==> src/gpt_pkg.sv <==
/*
  Shared constants of the general purpose timer block: register map,
  control field positions, write masks, reset values and prescaler terms.
  Assumes a 32-bit APB slave with one aligned word per register.
*/
package gpt_pkg;

  // timer slots: 0 first timer, 1/2 pair a low/high, 3/4 pair b low/high
  localparam int GPT_NUM_TMR = 5;
  localparam int GPT_CW      = 16;
  localparam int GPT_T_FIRST = 0;
  localparam int GPT_T_A_LO  = 1;
  localparam int GPT_T_A_HI  = 2;
  localparam int GPT_T_B_LO  = 3;
  localparam int GPT_T_B_HI  = 4;

  // byte offsets
  localparam logic [7:0] GPT_CTL_BASE = 8'h00;
  localparam logic [7:0] GPT_PER_BASE = 8'h14;
  localparam logic [7:0] GPT_CNT_BASE = 8'h28;
  localparam logic [7:0] GPT_FLAG_OFS = 8'h3C;
  localparam logic [7:0] GPT_MAP_LAST = 8'h3F;

  // control field positions
  localparam int GPT_RUN_BIT  = 15;
  localparam int GPT_IDLE_BIT = 13;
  localparam int GPT_GATE_BIT = 6;
  localparam int GPT_PS_MSB   = 5;
  localparam int GPT_PS_LSB   = 4;
  localparam int GPT_JOIN_BIT = 3;
  localparam int GPT_SYNC_BIT = 2;
  localparam int GPT_SRC_BIT  = 1;

  // implemented control bits per timer kind
  localparam logic [15:0] GPT_FIRST_MASK = 16'hA076;
  localparam logic [15:0] GPT_LOW_MASK   = 16'hA07A;
  localparam logic [15:0] GPT_HIGH_MASK  = 16'hA072;

  // reset values
  localparam logic [15:0] GPT_CTL_RST  = 16'h0000;
  localparam logic [15:0] GPT_PER_RST  = 16'hFFFF;
  localparam logic [15:0] GPT_CNT_RST  = 16'h0000;
  localparam logic [4:0]  GPT_FLAG_RST = 5'h00;

  // prescale codes in field order
  typedef enum logic [1:0] {GPT_PS_1, GPT_PS_8, GPT_PS_64, GPT_PS_256} gpt_ps_t;

  // last prescaler count before a tick
  localparam logic [7:0] GPT_DIV8_LAST   = 8'h07;
  localparam logic [7:0] GPT_DIV64_LAST  = 8'h3F;
  localparam logic [7:0] GPT_DIV256_LAST = 8'hFF;

endpackage

==> src/gpt_pin_sync.sv <==
/*
  Three-stage input synchroniser for one timer clock/gate pin, with
  accepted level and one-cycle rise and fall pulses.
  Assumes the pin is asynchronous to pclk.
*/
`timescale 1ns/1ns
module gpt_pin_sync (
  input  wire logic pclk,
  input  wire logic presetn,
  input  wire logic pin,
  output logic      level,
  output logic      rise,
  output logic      rise_late,
  output logic      fall
);
  logic s1;
  logic s2;
  logic s3;
  logic agree;

  always_ff @(posedge pclk or negedge presetn) begin
    if (!presetn) begin
      s1 <= 1'b0;
      s2 <= 1'b0;
      s3 <= 1'b0;
    end else begin
      s1 <= pin;
      s2 <= s1;
      s3 <= s2;
    end
  end

  assign agree = (s2 == s3);

  always_ff @(posedge pclk or negedge presetn) begin
    if (!presetn) begin
      level     <= 1'b0;
      rise      <= 1'b0;
      fall      <= 1'b0;
      rise_late <= 1'b0;
    end else begin
      if (agree) begin
        level <= s3;
      end
      rise      <= agree & s3 & ~level;
      fall      <= agree & ~s3 & level;
      rise_late <= rise;
    end
  end
endmodule

==> src/gpt_prescaler.sv <==
/*
  Input clock prescaler: passes every 1st, 8th, 64th or 256th step pulse.
  Assumes step is a one-cycle pulse on pclk.
*/
`timescale 1ns/1ns
module gpt_prescaler
  import gpt_pkg::*;
(
  input  wire logic       pclk,
  input  wire logic       presetn,
  input  wire logic       clear,
  input  wire logic       step,
  input  wire logic [1:0] sel,
  output logic            tick
);
  logic [7:0] cnt;
  logic [7:0] last;

  always_comb begin
    case (gpt_ps_t'(sel))
      GPT_PS_8:   last = GPT_DIV8_LAST;
      GPT_PS_64:  last = GPT_DIV64_LAST;
      GPT_PS_256: last = GPT_DIV256_LAST;
      default:    last = 8'h00;
    endcase
  end

  assign tick = step & (cnt >= last);

  always_ff @(posedge pclk or negedge presetn) begin
    if (!presetn) begin
      cnt <= 8'h00;
    end else if (clear || tick) begin
      cnt <= 8'h00;
    end else if (step) begin
      cnt <= cnt + 8'h01;
    end
  end
endmodule

==> src/gpt_timers.sv <==
/*
  General purpose timer block: one 16-bit timer with synchronous and
  unsynchronised external counting, and two pairs of 16-bit timers that
  may join into 32-bit timers. Registers sit on an APB slave.
  Assumes idle_mode comes from logic on pclk; clock pins are asynchronous.
*/
// Added by the designer: the APB register port and the register offsets.
// Notes on behaviour
// - First timer: 16-bit timer, synchronous counter or unsynchronised counter.
// - First timer flags on period match or gate falling edge when gated.
// - Control bit 15 starts counting when one, stops when zero.
// - Bit 13 set halts timer in idle; clear keeps it counting.
// - Gate enable bit 6 works only with internal clock selected.
// - Prescale bits 5-4: 11 /256, 10 /64, 01 /8, 00 /1.
// - With external clock, bit 2 picks synchronised or unsynchronised counting.
// - Bit 1 picks external pin rising edges or internal half-rate clock.
// - Unimplemented control bits ignore writes and read zero.
// - Each pair is one 32-bit timer or two 16-bit timers.
// - Paired timers count synchronously only; no unsynchronised mode.
// - Joined pair uses low timer control, clock, gate; flag on high timer.
// - Low control bit 3 joins the pair into a 32-bit timer.
// - Joined period: high period register upper word, low period lower.
// - Joined count: high count register upper word, low count lower.
// - Joined pair flags when 32-bit count matches 32-bit period.
// - Only pair a high timer drives the converter trigger.
// - All timers may run in idle or sleep unless idle-halt set.
// - Joined pair is started and stopped by low timer run bit.
// - Paired timers use the same prescale encoding as the first.
`timescale 1ns/1ns
module gpt_timers
  import gpt_pkg::*;
#(
  parameter int APB_AW = 12
) (
  input  wire logic              pclk,
  input  wire logic              presetn,
  input  wire logic              psel,
  input  wire logic              penable,
  input  wire logic              pwrite,
  input  wire logic [APB_AW-1:0] paddr,
  input  wire logic [31:0]       pwdata,
  output logic      [31:0]       prdata,
  output logic                   pready,
  output logic                   pslverr,
  input  wire logic              idle_mode,
  input  wire logic              first_timer_ext_clock_pin,
  input  wire logic [3:0]        paired_timer_ext_clock_pin,
  output logic      [4:0]        event_flag,
  output logic                   adc_trigger
);

  logic [15:0] ctl     [GPT_NUM_TMR];
  logic [15:0] per     [GPT_NUM_TMR];
  logic [15:0] cnt     [GPT_NUM_TMR];
  logic [15:0] next_cnt[GPT_NUM_TMR];

  logic [GPT_NUM_TMR-1:0] pin_in;
  logic [GPT_NUM_TMR-1:0] pin_level;
  logic [GPT_NUM_TMR-1:0] pin_rise;
  logic [GPT_NUM_TMR-1:0] pin_rise_late;
  logic [GPT_NUM_TMR-1:0] pin_fall;
  logic [GPT_NUM_TMR-1:0] run;
  logic [GPT_NUM_TMR-1:0] gate_en;
  logic [GPT_NUM_TMR-1:0] step;
  logic [GPT_NUM_TMR-1:0] tick;
  logic [GPT_NUM_TMR-1:0] ps_clear;
  logic [GPT_NUM_TMR-1:0] evt;
  logic [GPT_NUM_TMR-1:0] joined_lo;
  logic [GPT_NUM_TMR-1:0] joined_hi;
  logic [GPT_NUM_TMR-1:0] ctl_wr;
  logic [GPT_NUM_TMR-1:0] per_wr;
  logic [GPT_NUM_TMR-1:0] cnt_wr;
  logic [4:0]             flag_clr;
  logic                   half_en;

  // ---------------- APB decode ----------------
  logic [7:0]  ofs;
  logic        in_map;
  logic        hit;
  logic        wr_acc;
  logic        rd_setup;
  logic [2:0]  sel_k;
  logic [1:0]  sel_kind;
  logic [31:0] next_rdata;

  assign ofs      = paddr[7:0];
  assign in_map   = (paddr[APB_AW-1:8] == '0) && (ofs <= GPT_MAP_LAST);
  assign hit      = in_map;
  assign wr_acc   = psel & penable & pwrite & hit;
  assign rd_setup = psel & ~penable & ~pwrite;
  // zero wait states; unmapped addresses answer with an error
  assign pready   = 1'b1;
  assign pslverr  = psel & penable & ~hit;

  // kind 0 control, 1 period, 2 count, 3 flags
  always_comb begin
    sel_kind = 2'd3;
    sel_k    = 3'd0;
    if (ofs >= GPT_FLAG_OFS) begin
      sel_kind = 2'd3;
    end else if (ofs >= GPT_CNT_BASE) begin
      sel_kind = 2'd2;
      sel_k    = 3'((ofs - GPT_CNT_BASE) >> 2);
    end else if (ofs >= GPT_PER_BASE) begin
      sel_kind = 2'd1;
      sel_k    = 3'((ofs - GPT_PER_BASE) >> 2);
    end else begin
      sel_kind = 2'd0;
      sel_k    = 3'((ofs - GPT_CTL_BASE) >> 2);
    end
  end

  always_comb begin
    ctl_wr   = '0;
    per_wr   = '0;
    cnt_wr   = '0;
    flag_clr = '0;
    if (wr_acc) begin
      case (sel_kind)
        2'd0:    ctl_wr[sel_k] = 1'b1;
        2'd1:    per_wr[sel_k] = 1'b1;
        2'd2:    cnt_wr[sel_k] = 1'b1;
        default: flag_clr      = pwdata[4:0];
      endcase
    end
  end

  always_comb begin
    next_rdata = 32'h0000_0000;
    case (sel_kind)
      2'd0:    next_rdata[15:0] = ctl[sel_k];
      2'd1:    next_rdata[15:0] = per[sel_k];
      2'd2:    next_rdata[15:0] = cnt[sel_k];
      default: next_rdata[4:0]  = event_flag;
    endcase
  end

  // read data is captured in the setup cycle, valid in the access cycle
  // unmapped reads load zero so stale data of an earlier read never shows
  always_ff @(posedge pclk or negedge presetn) begin
    if (!presetn) begin
      prdata <= 32'h0000_0000;
    end else if (rd_setup) begin
      if (hit) begin
        prdata <= next_rdata;
      end else begin
        prdata <= 32'h0000_0000;
      end
    end
  end

  // ---------------- control and period registers ----------------
  function automatic logic [15:0] ctl_mask(input int k);
    if (k == GPT_T_FIRST) begin
      ctl_mask = GPT_FIRST_MASK;
    end else if (k == GPT_T_A_LO || k == GPT_T_B_LO) begin
      ctl_mask = GPT_LOW_MASK;
    end else begin
      ctl_mask = GPT_HIGH_MASK;
    end
  endfunction

  always_ff @(posedge pclk or negedge presetn) begin
    if (!presetn) begin
      for (int k = 0; k < GPT_NUM_TMR; k++) begin
        ctl[k] <= GPT_CTL_RST;
      end
    end else begin
      for (int k = 0; k < GPT_NUM_TMR; k++) begin
        if (ctl_wr[k]) begin
          ctl[k] <= pwdata[15:0] & ctl_mask(k);
        end
      end
    end
  end

  always_ff @(posedge pclk or negedge presetn) begin
    if (!presetn) begin
      for (int k = 0; k < GPT_NUM_TMR; k++) begin
        per[k] <= GPT_PER_RST;
      end
    end else begin
      for (int k = 0; k < GPT_NUM_TMR; k++) begin
        if (per_wr[k]) begin
          per[k] <= pwdata[15:0];
        end
      end
    end
  end

  // ---------------- internal half-rate clock ----------------
  always_ff @(posedge pclk or negedge presetn) begin
    if (!presetn) begin
      half_en <= 1'b0;
    end else begin
      half_en <= ~half_en;
    end
  end

  // ---------------- pins, clock selection, prescalers ----------------
  assign pin_in = {paired_timer_ext_clock_pin, first_timer_ext_clock_pin};

  always_comb begin
    joined_lo = '0;
    joined_hi = '0;
    joined_lo[GPT_T_A_LO] = ctl[GPT_T_A_LO][GPT_JOIN_BIT];
    joined_hi[GPT_T_A_HI] = ctl[GPT_T_A_LO][GPT_JOIN_BIT];
    joined_lo[GPT_T_B_LO] = ctl[GPT_T_B_LO][GPT_JOIN_BIT];
    joined_hi[GPT_T_B_HI] = ctl[GPT_T_B_LO][GPT_JOIN_BIT];
  end

  genvar g;
  generate
    for (g = 0; g < GPT_NUM_TMR; g++) begin : g_tmr
      logic ext_step;

      gpt_pin_sync u_sync (
        .pclk      (pclk),
        .presetn   (presetn),
        .pin       (pin_in[g]),
        .level     (pin_level[g]),
        .rise      (pin_rise[g]),
        .rise_late (pin_rise_late[g]),
        .fall      (pin_fall[g])
      );

      // halted by its own run bit or by idle when idle-halt is set
      assign run[g] = ctl[g][GPT_RUN_BIT]
                    & ~(ctl[g][GPT_IDLE_BIT] & idle_mode);

      // gating only applies with the internal clock selected
      assign gate_en[g] = ctl[g][GPT_GATE_BIT] & ~ctl[g][GPT_SRC_BIT];

      if (g == GPT_T_FIRST) begin : g_first
        // retimed path when sync selected, direct accepted edge otherwise
        assign ext_step = ctl[g][GPT_SYNC_BIT] ? pin_rise_late[g]
                                               : pin_rise[g];
      end else begin : g_pair
        assign ext_step = pin_rise_late[g];
      end

      assign step[g] = run[g] & (ctl[g][GPT_SRC_BIT] ? ext_step
                     : half_en & (~gate_en[g] | pin_level[g]));

      assign ps_clear[g] = ctl_wr[g] | cnt_wr[g];

      gpt_prescaler u_ps (
        .pclk    (pclk),
        .presetn (presetn),
        .clear   (ps_clear[g]),
        .step    (step[g]),
        .sel     (ctl[g][GPT_PS_MSB:GPT_PS_LSB]),
        .tick    (tick[g])
      );
    end
  endgenerate

  // ---------------- count update ----------------
  always_comb begin
    int hi;
    hi  = 0;
    evt = '0;
    for (int k = 0; k < GPT_NUM_TMR; k++) begin
      next_cnt[k] = cnt[k];
    end

    // stand-alone 16-bit timers
    for (int k = 0; k < GPT_NUM_TMR; k++) begin
      if (!joined_lo[k] && !joined_hi[k] && tick[k]) begin
        if (cnt[k] == per[k]) begin
          next_cnt[k] = 16'h0000;
          evt[k]      = 1'b1;
        end else begin
          next_cnt[k] = cnt[k] + 16'h0001;
        end
      end
    end

    // joined pairs: low slot drives, high slot carries the flag
    for (int lo = GPT_T_A_LO; lo < GPT_NUM_TMR; lo += 2) begin
      hi = lo + 1;
      if (joined_lo[lo] && tick[lo]) begin
        if ({cnt[hi], cnt[lo]} == {per[hi], per[lo]}) begin
          next_cnt[hi] = 16'h0000;
          next_cnt[lo] = 16'h0000;
          evt[hi]      = 1'b1;
        end else begin
          {next_cnt[hi], next_cnt[lo]} = {cnt[hi], cnt[lo]} + 32'h0000_0001;
        end
      end
    end

    // gate falling edge ends an accumulation interval
    // joined pair: low slot gate, flag raised on the high slot
    for (int k = 0; k < GPT_NUM_TMR; k++) begin
      if (!joined_hi[k] && run[k] && gate_en[k] && pin_fall[k]) begin
        if (joined_lo[k]) begin
          evt[k + 1] = 1'b1;
        end else begin
          evt[k] = 1'b1;
        end
      end
    end
  end

  // a software write to a count register wins over a counted step
  always_ff @(posedge pclk or negedge presetn) begin
    if (!presetn) begin
      for (int k = 0; k < GPT_NUM_TMR; k++) begin
        cnt[k] <= GPT_CNT_RST;
      end
    end else begin
      for (int k = 0; k < GPT_NUM_TMR; k++) begin
        if (cnt_wr[k]) begin
          cnt[k] <= pwdata[15:0];
        end else begin
          cnt[k] <= next_cnt[k];
        end
      end
    end
  end

  // ---------------- event flags ----------------
  // a new event in the clearing cycle keeps the flag set
  always_ff @(posedge pclk or negedge presetn) begin
    if (!presetn) begin
      event_flag <= GPT_FLAG_RST;
    end else begin
      event_flag <= (event_flag & ~flag_clr) | evt;
    end
  end

  always_ff @(posedge pclk or negedge presetn) begin
    if (!presetn) begin
      adc_trigger <= 1'b0;
    end else begin
      adc_trigger <= evt[GPT_T_A_HI];
    end
  end

endmodule

==> config.mk <==
export PLATFORM = sky130hd
export DESIGN_NAME = gpt_timers
export DESIGN_NICKNAME = d
export VERILOG_FILES = /design/src/gpt_pkg.sv /design/src/gpt_pin_sync.sv /design/src/gpt_prescaler.sv /design/src/gpt_timers.sv
export SDC_FILE = /design/constraint.sdc
export NUM_CORES = 1
export LEC_CHECK = 0
export BUFFER_PORTS_ARGS = -buffer_cell sky130_fd_sc_hd__buf_2
export CAP_MARGIN = 20
export CORE_ASPECT_RATIO = 1.25
export CORE_MARGIN = 3
export CORE_UTILIZATION = 40
export CTS_CLUSTER_DIAMETER = 30
export CTS_CLUSTER_SIZE = 16
export DETAILED_ROUTE_END_ITERATION = 10
export PLACE_DENSITY_LB_ADDON = 0.25
export SLEW_MARGIN = 20
export SYNTH_ARGS = -nofsm -noshare
export SYNTH_HDL_FRONTEND = slang
export SYNTH_SLANG_ARGS = --single-unit
==> constraint.sdc <==
create_clock -name pclk -period 2.9 [get_ports pclk]
set_clock_uncertainty 0.2 [all_clocks]
set_input_delay 0.58 -clock pclk [delete_from_list [all_inputs] [get_ports pclk]]
set_output_delay 0.58 -clock pclk [all_outputs]
set_load 0.02 [all_outputs]
==> reports/summary.txt <==
Cells on worst reg2reg path: 12
WS Path Type: reg -> reg
FF+latch count, synth: 291
Via count: 18,150
FF/Latch Area: 7382 µm²
Final Setup Violations: 4
Mapped Cells: 1,978
Most used DFF post-synth: dfrtp_1
Hold_sp: g_tmr[4].u_sync.s1$_DFF_PN0_
Period Utilization, post-route: 1.028
Sum Neg Setup Slack: -0.1742 ns
Total die area: 48,310 µm²
Buf/Inv on CP: 2
Cell Area, Synth: 18,280 µm²
Worst Hold End: g_tmr[4].u_sync.s2$_DFF_PN0_
Crit path cell chain: or2_4 > ha_4 > nand2b_4 > a211o_1 > a21oi_2 > o211a_1 > or3_4 > buf_6 > or2_4 > buf_4 > o21a_1 > o21ai_1
Final nets: 2,510
Register area share after synthesis: 0.4039
GRT Overall Usage: 0.3018
Crit path max-delay cell type: or3_4
Layout cells sized above 1: 0.3819
Initial DRT Pass Iterations: 6
Die height: 245 µm
Drc violations: 0
Maximum Capacitance Violations: 0
Overflow after GRT: 0
# diodes: 0
Post-synthesis cell type count: 86
Initial core utilization: 0.4093
TritonCTS clock tree: done
Area of the core: 44,660 µm²
WHS Path Cells: 0
Critical Path RT: 3.20 ns
Startpoint Class: register
Hold crit path type: reg -> reg
Root Driver: clkbuf_16
Via-per-instance ratio: 6.011
Critical path arrival: 3.28 ns
Final HPWL DP: 55,260 µm
Fillers: 3,862
Number of synthesis warnings: 0
Setup crit end kind: register
Buffers on Ports: 61
Hold Violations, Final: 0
Multi-input combinational cell area: 10,820 µm²
RSZ-0062 raised after global routing: yes
Gpl congestion: 1.001
Row cnt: 86
Relative slew slack: 0.5227
CP max FO: 4
Leak pwr: 11.68 nW
CTS sink count: 291
Worst r2r src: ctl[20]$_DFFE_PN0P_
Final WS setup: -0.08215 ns
Maximum number of pins on one net before global-route repair: 79
Detailed Route Iter0 Violations: 1,550
Worst reg2reg path endpoint: cnt[24]$_DFFE_PN0P_
Flop-to-flop setup slack: -0.08 ns
Pwr dens: 525.2 nW/µm²
Clock-pin slew on the worst setup and hold paths: 0.06 ns
Routed WL per cell: 24.61 µm
Fin crit period: 2.982 ns
CTS Buf Count: 69
Max Clk Rate: 335.3 MHz
Io pins: 95
Worst skew pair latency: 0.59 ns
Maximum VDD drop: 0.0004265 V
Commonest cells after routing, fill and taps aside: buf_4, dfrtp_1, nand2_1
Post-synth EDFFs: 0
DRT Wirelength: 74,320 µm
Post-Syn Area per Cell: 9.241 µm²
CTS H-Tree Depth: 3
Status: finished with violations
P&R area growth vs syn: 39.63%
Die W: 197.2 µm
Hold_ws: 0.1454 ns
Transition time of the tightest slew-check pin: 0.7160 ns
Number of global-route vias before repair: 18,000
Crit path top cell by count: or2_4
Initial antenna violation count: 0
First-pass GRT wire length: 110,600 µm
Final count of pins violating max slew: 0
Slowest cell delay on critical path: 0.45 ns
Commonest non-fill, non-tap cell in the layout: buf_4
Final core utilization: 0.5716
Number of routed nets with antenna violations: 0
CP top delay family: simple AND/OR/NAND/NOR gates
Failing checks: negative setup slack
Longest Clk Path Bufs: 3
Async set-reset flop share out of synthesis: 1.000
Post-place setup slack: -0.7746 ns
==> metal layers <==
layer  vias up  global-route usage  part of all wire
li1       8122                   -                 -
met1      8968              0.3990              0.41
met2       837              0.4825              0.47
met3       226             0.04256             0.072
met4         0              0.1563             0.054
met5         -                   0                 0
==> power by group <==
| part | switching (mW) | leakage, nW | total [mW] | internal [mW] |
|---|---|---|---|---|
| clock network | 2.69 | 1.21 | 8.22 | 5.53 |
| logic | 0.634 | 6.87 | 1.02 | 0.388 |
| registers | 0.0402 | 3.60 | 4.16 | 4.12 |
==> metrics by stage <==
stage | instance area [µm²] | power (mW) | cells
2_1_floorplan | 18740 | 4.656 | 1993
3_3_place_gp | 22100 | 5.134 | 2857
3_5_place_dp | 22100 | 5.143 | 2857
4_1_cts | 24770 | 13.41 | 2989
5_1_grt | 25520 | 13.80 | 3020
6_report | 25520 | 13.41 | 3020
==> repair_timing <==
item | CTS | global route
gates cloned | 1 | 6
setup endpoints to repair | 92 | 165
endpoints found under the hold margin | 61 | 0
pin swaps | 18 | 62
setup buffers | 1 | 26
hold buffers | 6 | 0
resized for setup | 38 | 99
==> how the worst max path moves through the flow <==
stage,to,cells past startpoint,startpoint
6_report,cnt[24]$_DFFE_PN0P_,12,ctl[20]$_DFFE_PN0P_
5_1_grt,cnt[30]$_DFFE_PN0P_,11,ctl[20]$_DFFE_PN0P_
4_1_cts,cnt[30]$_DFFE_PN0P_,11,ctl[20]$_DFFE_PN0P_
3_5_place_dp,prdata[4]$_DFFE_PN0P_,12,paddr[3]
3_3_place_gp,prdata[4]$_DFFE_PN0P_,12,paddr[3]
2_1_floorplan,prdata[6]$_DFFE_PN0P_,12,paddr[5]
==> Yosys cell counts, types with 7 or more instances <==
| library cell | n | share of area |
|---|---|---|
| nand2b_1 | 8 | 0.0027 |
| or4_1 | 7 | 0.0029 |
| nor2_1 | 147 | 0.030 |
| inv_1 | 58 | 0.012 |
| a31oi_1 | 31 | 0.011 |
| nand2_1 | 186 | 0.038 |
| a21oi_1 | 111 | 0.030 |
| dfrtp_1 | 211 | 0.29 |
| o21ai_0 | 121 | 0.033 |
| o221ai_1 | 24 | 0.011 |
| dfstp_2 | 80 | 0.11 |
| nor2b_1 | 14 | 0.0048 |
| or3_1 | 25 | 0.0086 |
| a2bb2oi_1 | 16 | 0.0077 |
| nor4_1 | 28 | 0.0096 |
| o211ai_1 | 15 | 0.0062 |
| a211oi_1 | 7 | 0.0029 |
| o22ai_1 | 26 | 0.0089 |
| nor3_1 | 22 | 0.0060 |
| and2_1 | 23 | 0.0079 |
| a32oi_1 | 11 | 0.0053 |
| and3_1 | 28 | 0.0096 |
| xnor2_1 | 25 | 0.012 |
| nand3_1 | 86 | 0.024 |
| ha_1 | 60 | 0.041 |
| buf_4 | 17 | 0.0070 |
| a21o_1 | 11 | 0.0045 |
| a21boi_0 | 12 | 0.0049 |
| o21a_1 | 9 | 0.0037 |
| o311a_1 | 11 | 0.0060 |
| clkbuf_1 | 79 | 0.016 |
| mux2i_1 | 8 | 0.0044 |
| nand4_1 | 37 | 0.013 |
| buf_2 | 34 | 0.0093 |
| or2_2 | 14 | 0.0048 |
| a22oi_1 | 18 | 0.0074 |
| mux2_2 | 120 | 0.074 |
| o2111ai_1 | 8 | 0.0038 |
| xor2_1 | 87 | 0.042 |
| a221o_1 | 7 | 0.0038 |
| o31ai_1 | 9 | 0.0037 |
| a211o_1 | 11 | 0.0053 |
==> logic make-up after synthesis <==
family / synth area share
AO/OA/AOI/OAI: 0.1971
buffers and inverters: 0.04812
adder cells (fa/ha/maj): 0.04107
flip-flops: 0.4039
AND/OR/NAND/NOR: 0.1774
multiplexers: 0.07831
XOR/XNOR: 0.05367
other: 0.0004109
==> registers in the layout (all words and copies together), names as in the netlist, 16 cells and up <==
name and count:
g_tmr.u_ps.cnt 40, per 80, ctl 33, prdata 16, cnt 80
==> worst register-to-register path, stage by stage, from the launching register on <==
cell      delay (ns)
dfrtp_1         0.37
or2_4           0.26
ha_4            0.26
nand2b_4        0.11
a211o_1         0.12
a21oi_2         0.06
o211a_1         0.24
or3_4           0.45
buf_6           0.16
or2_4           0.26
buf_4           0.14
o21a_1          0.16
o21ai_1         0.10
==> layout make-up <==
cell class | count | share of cell area
Clock buffer | 82 | 0.07437
Inverter | 58 | 0.009020
Clock inverter | 42 | 0.02172
Multi-Input combinational cell | 1508 | 0.4240
Tap cell | 572 | 0.02804
Sequential cell | 291 | 0.2892
Timing Repair Buffer | 467 | 0.1536
Note: power is estimated with default switching activity, not from simulation.
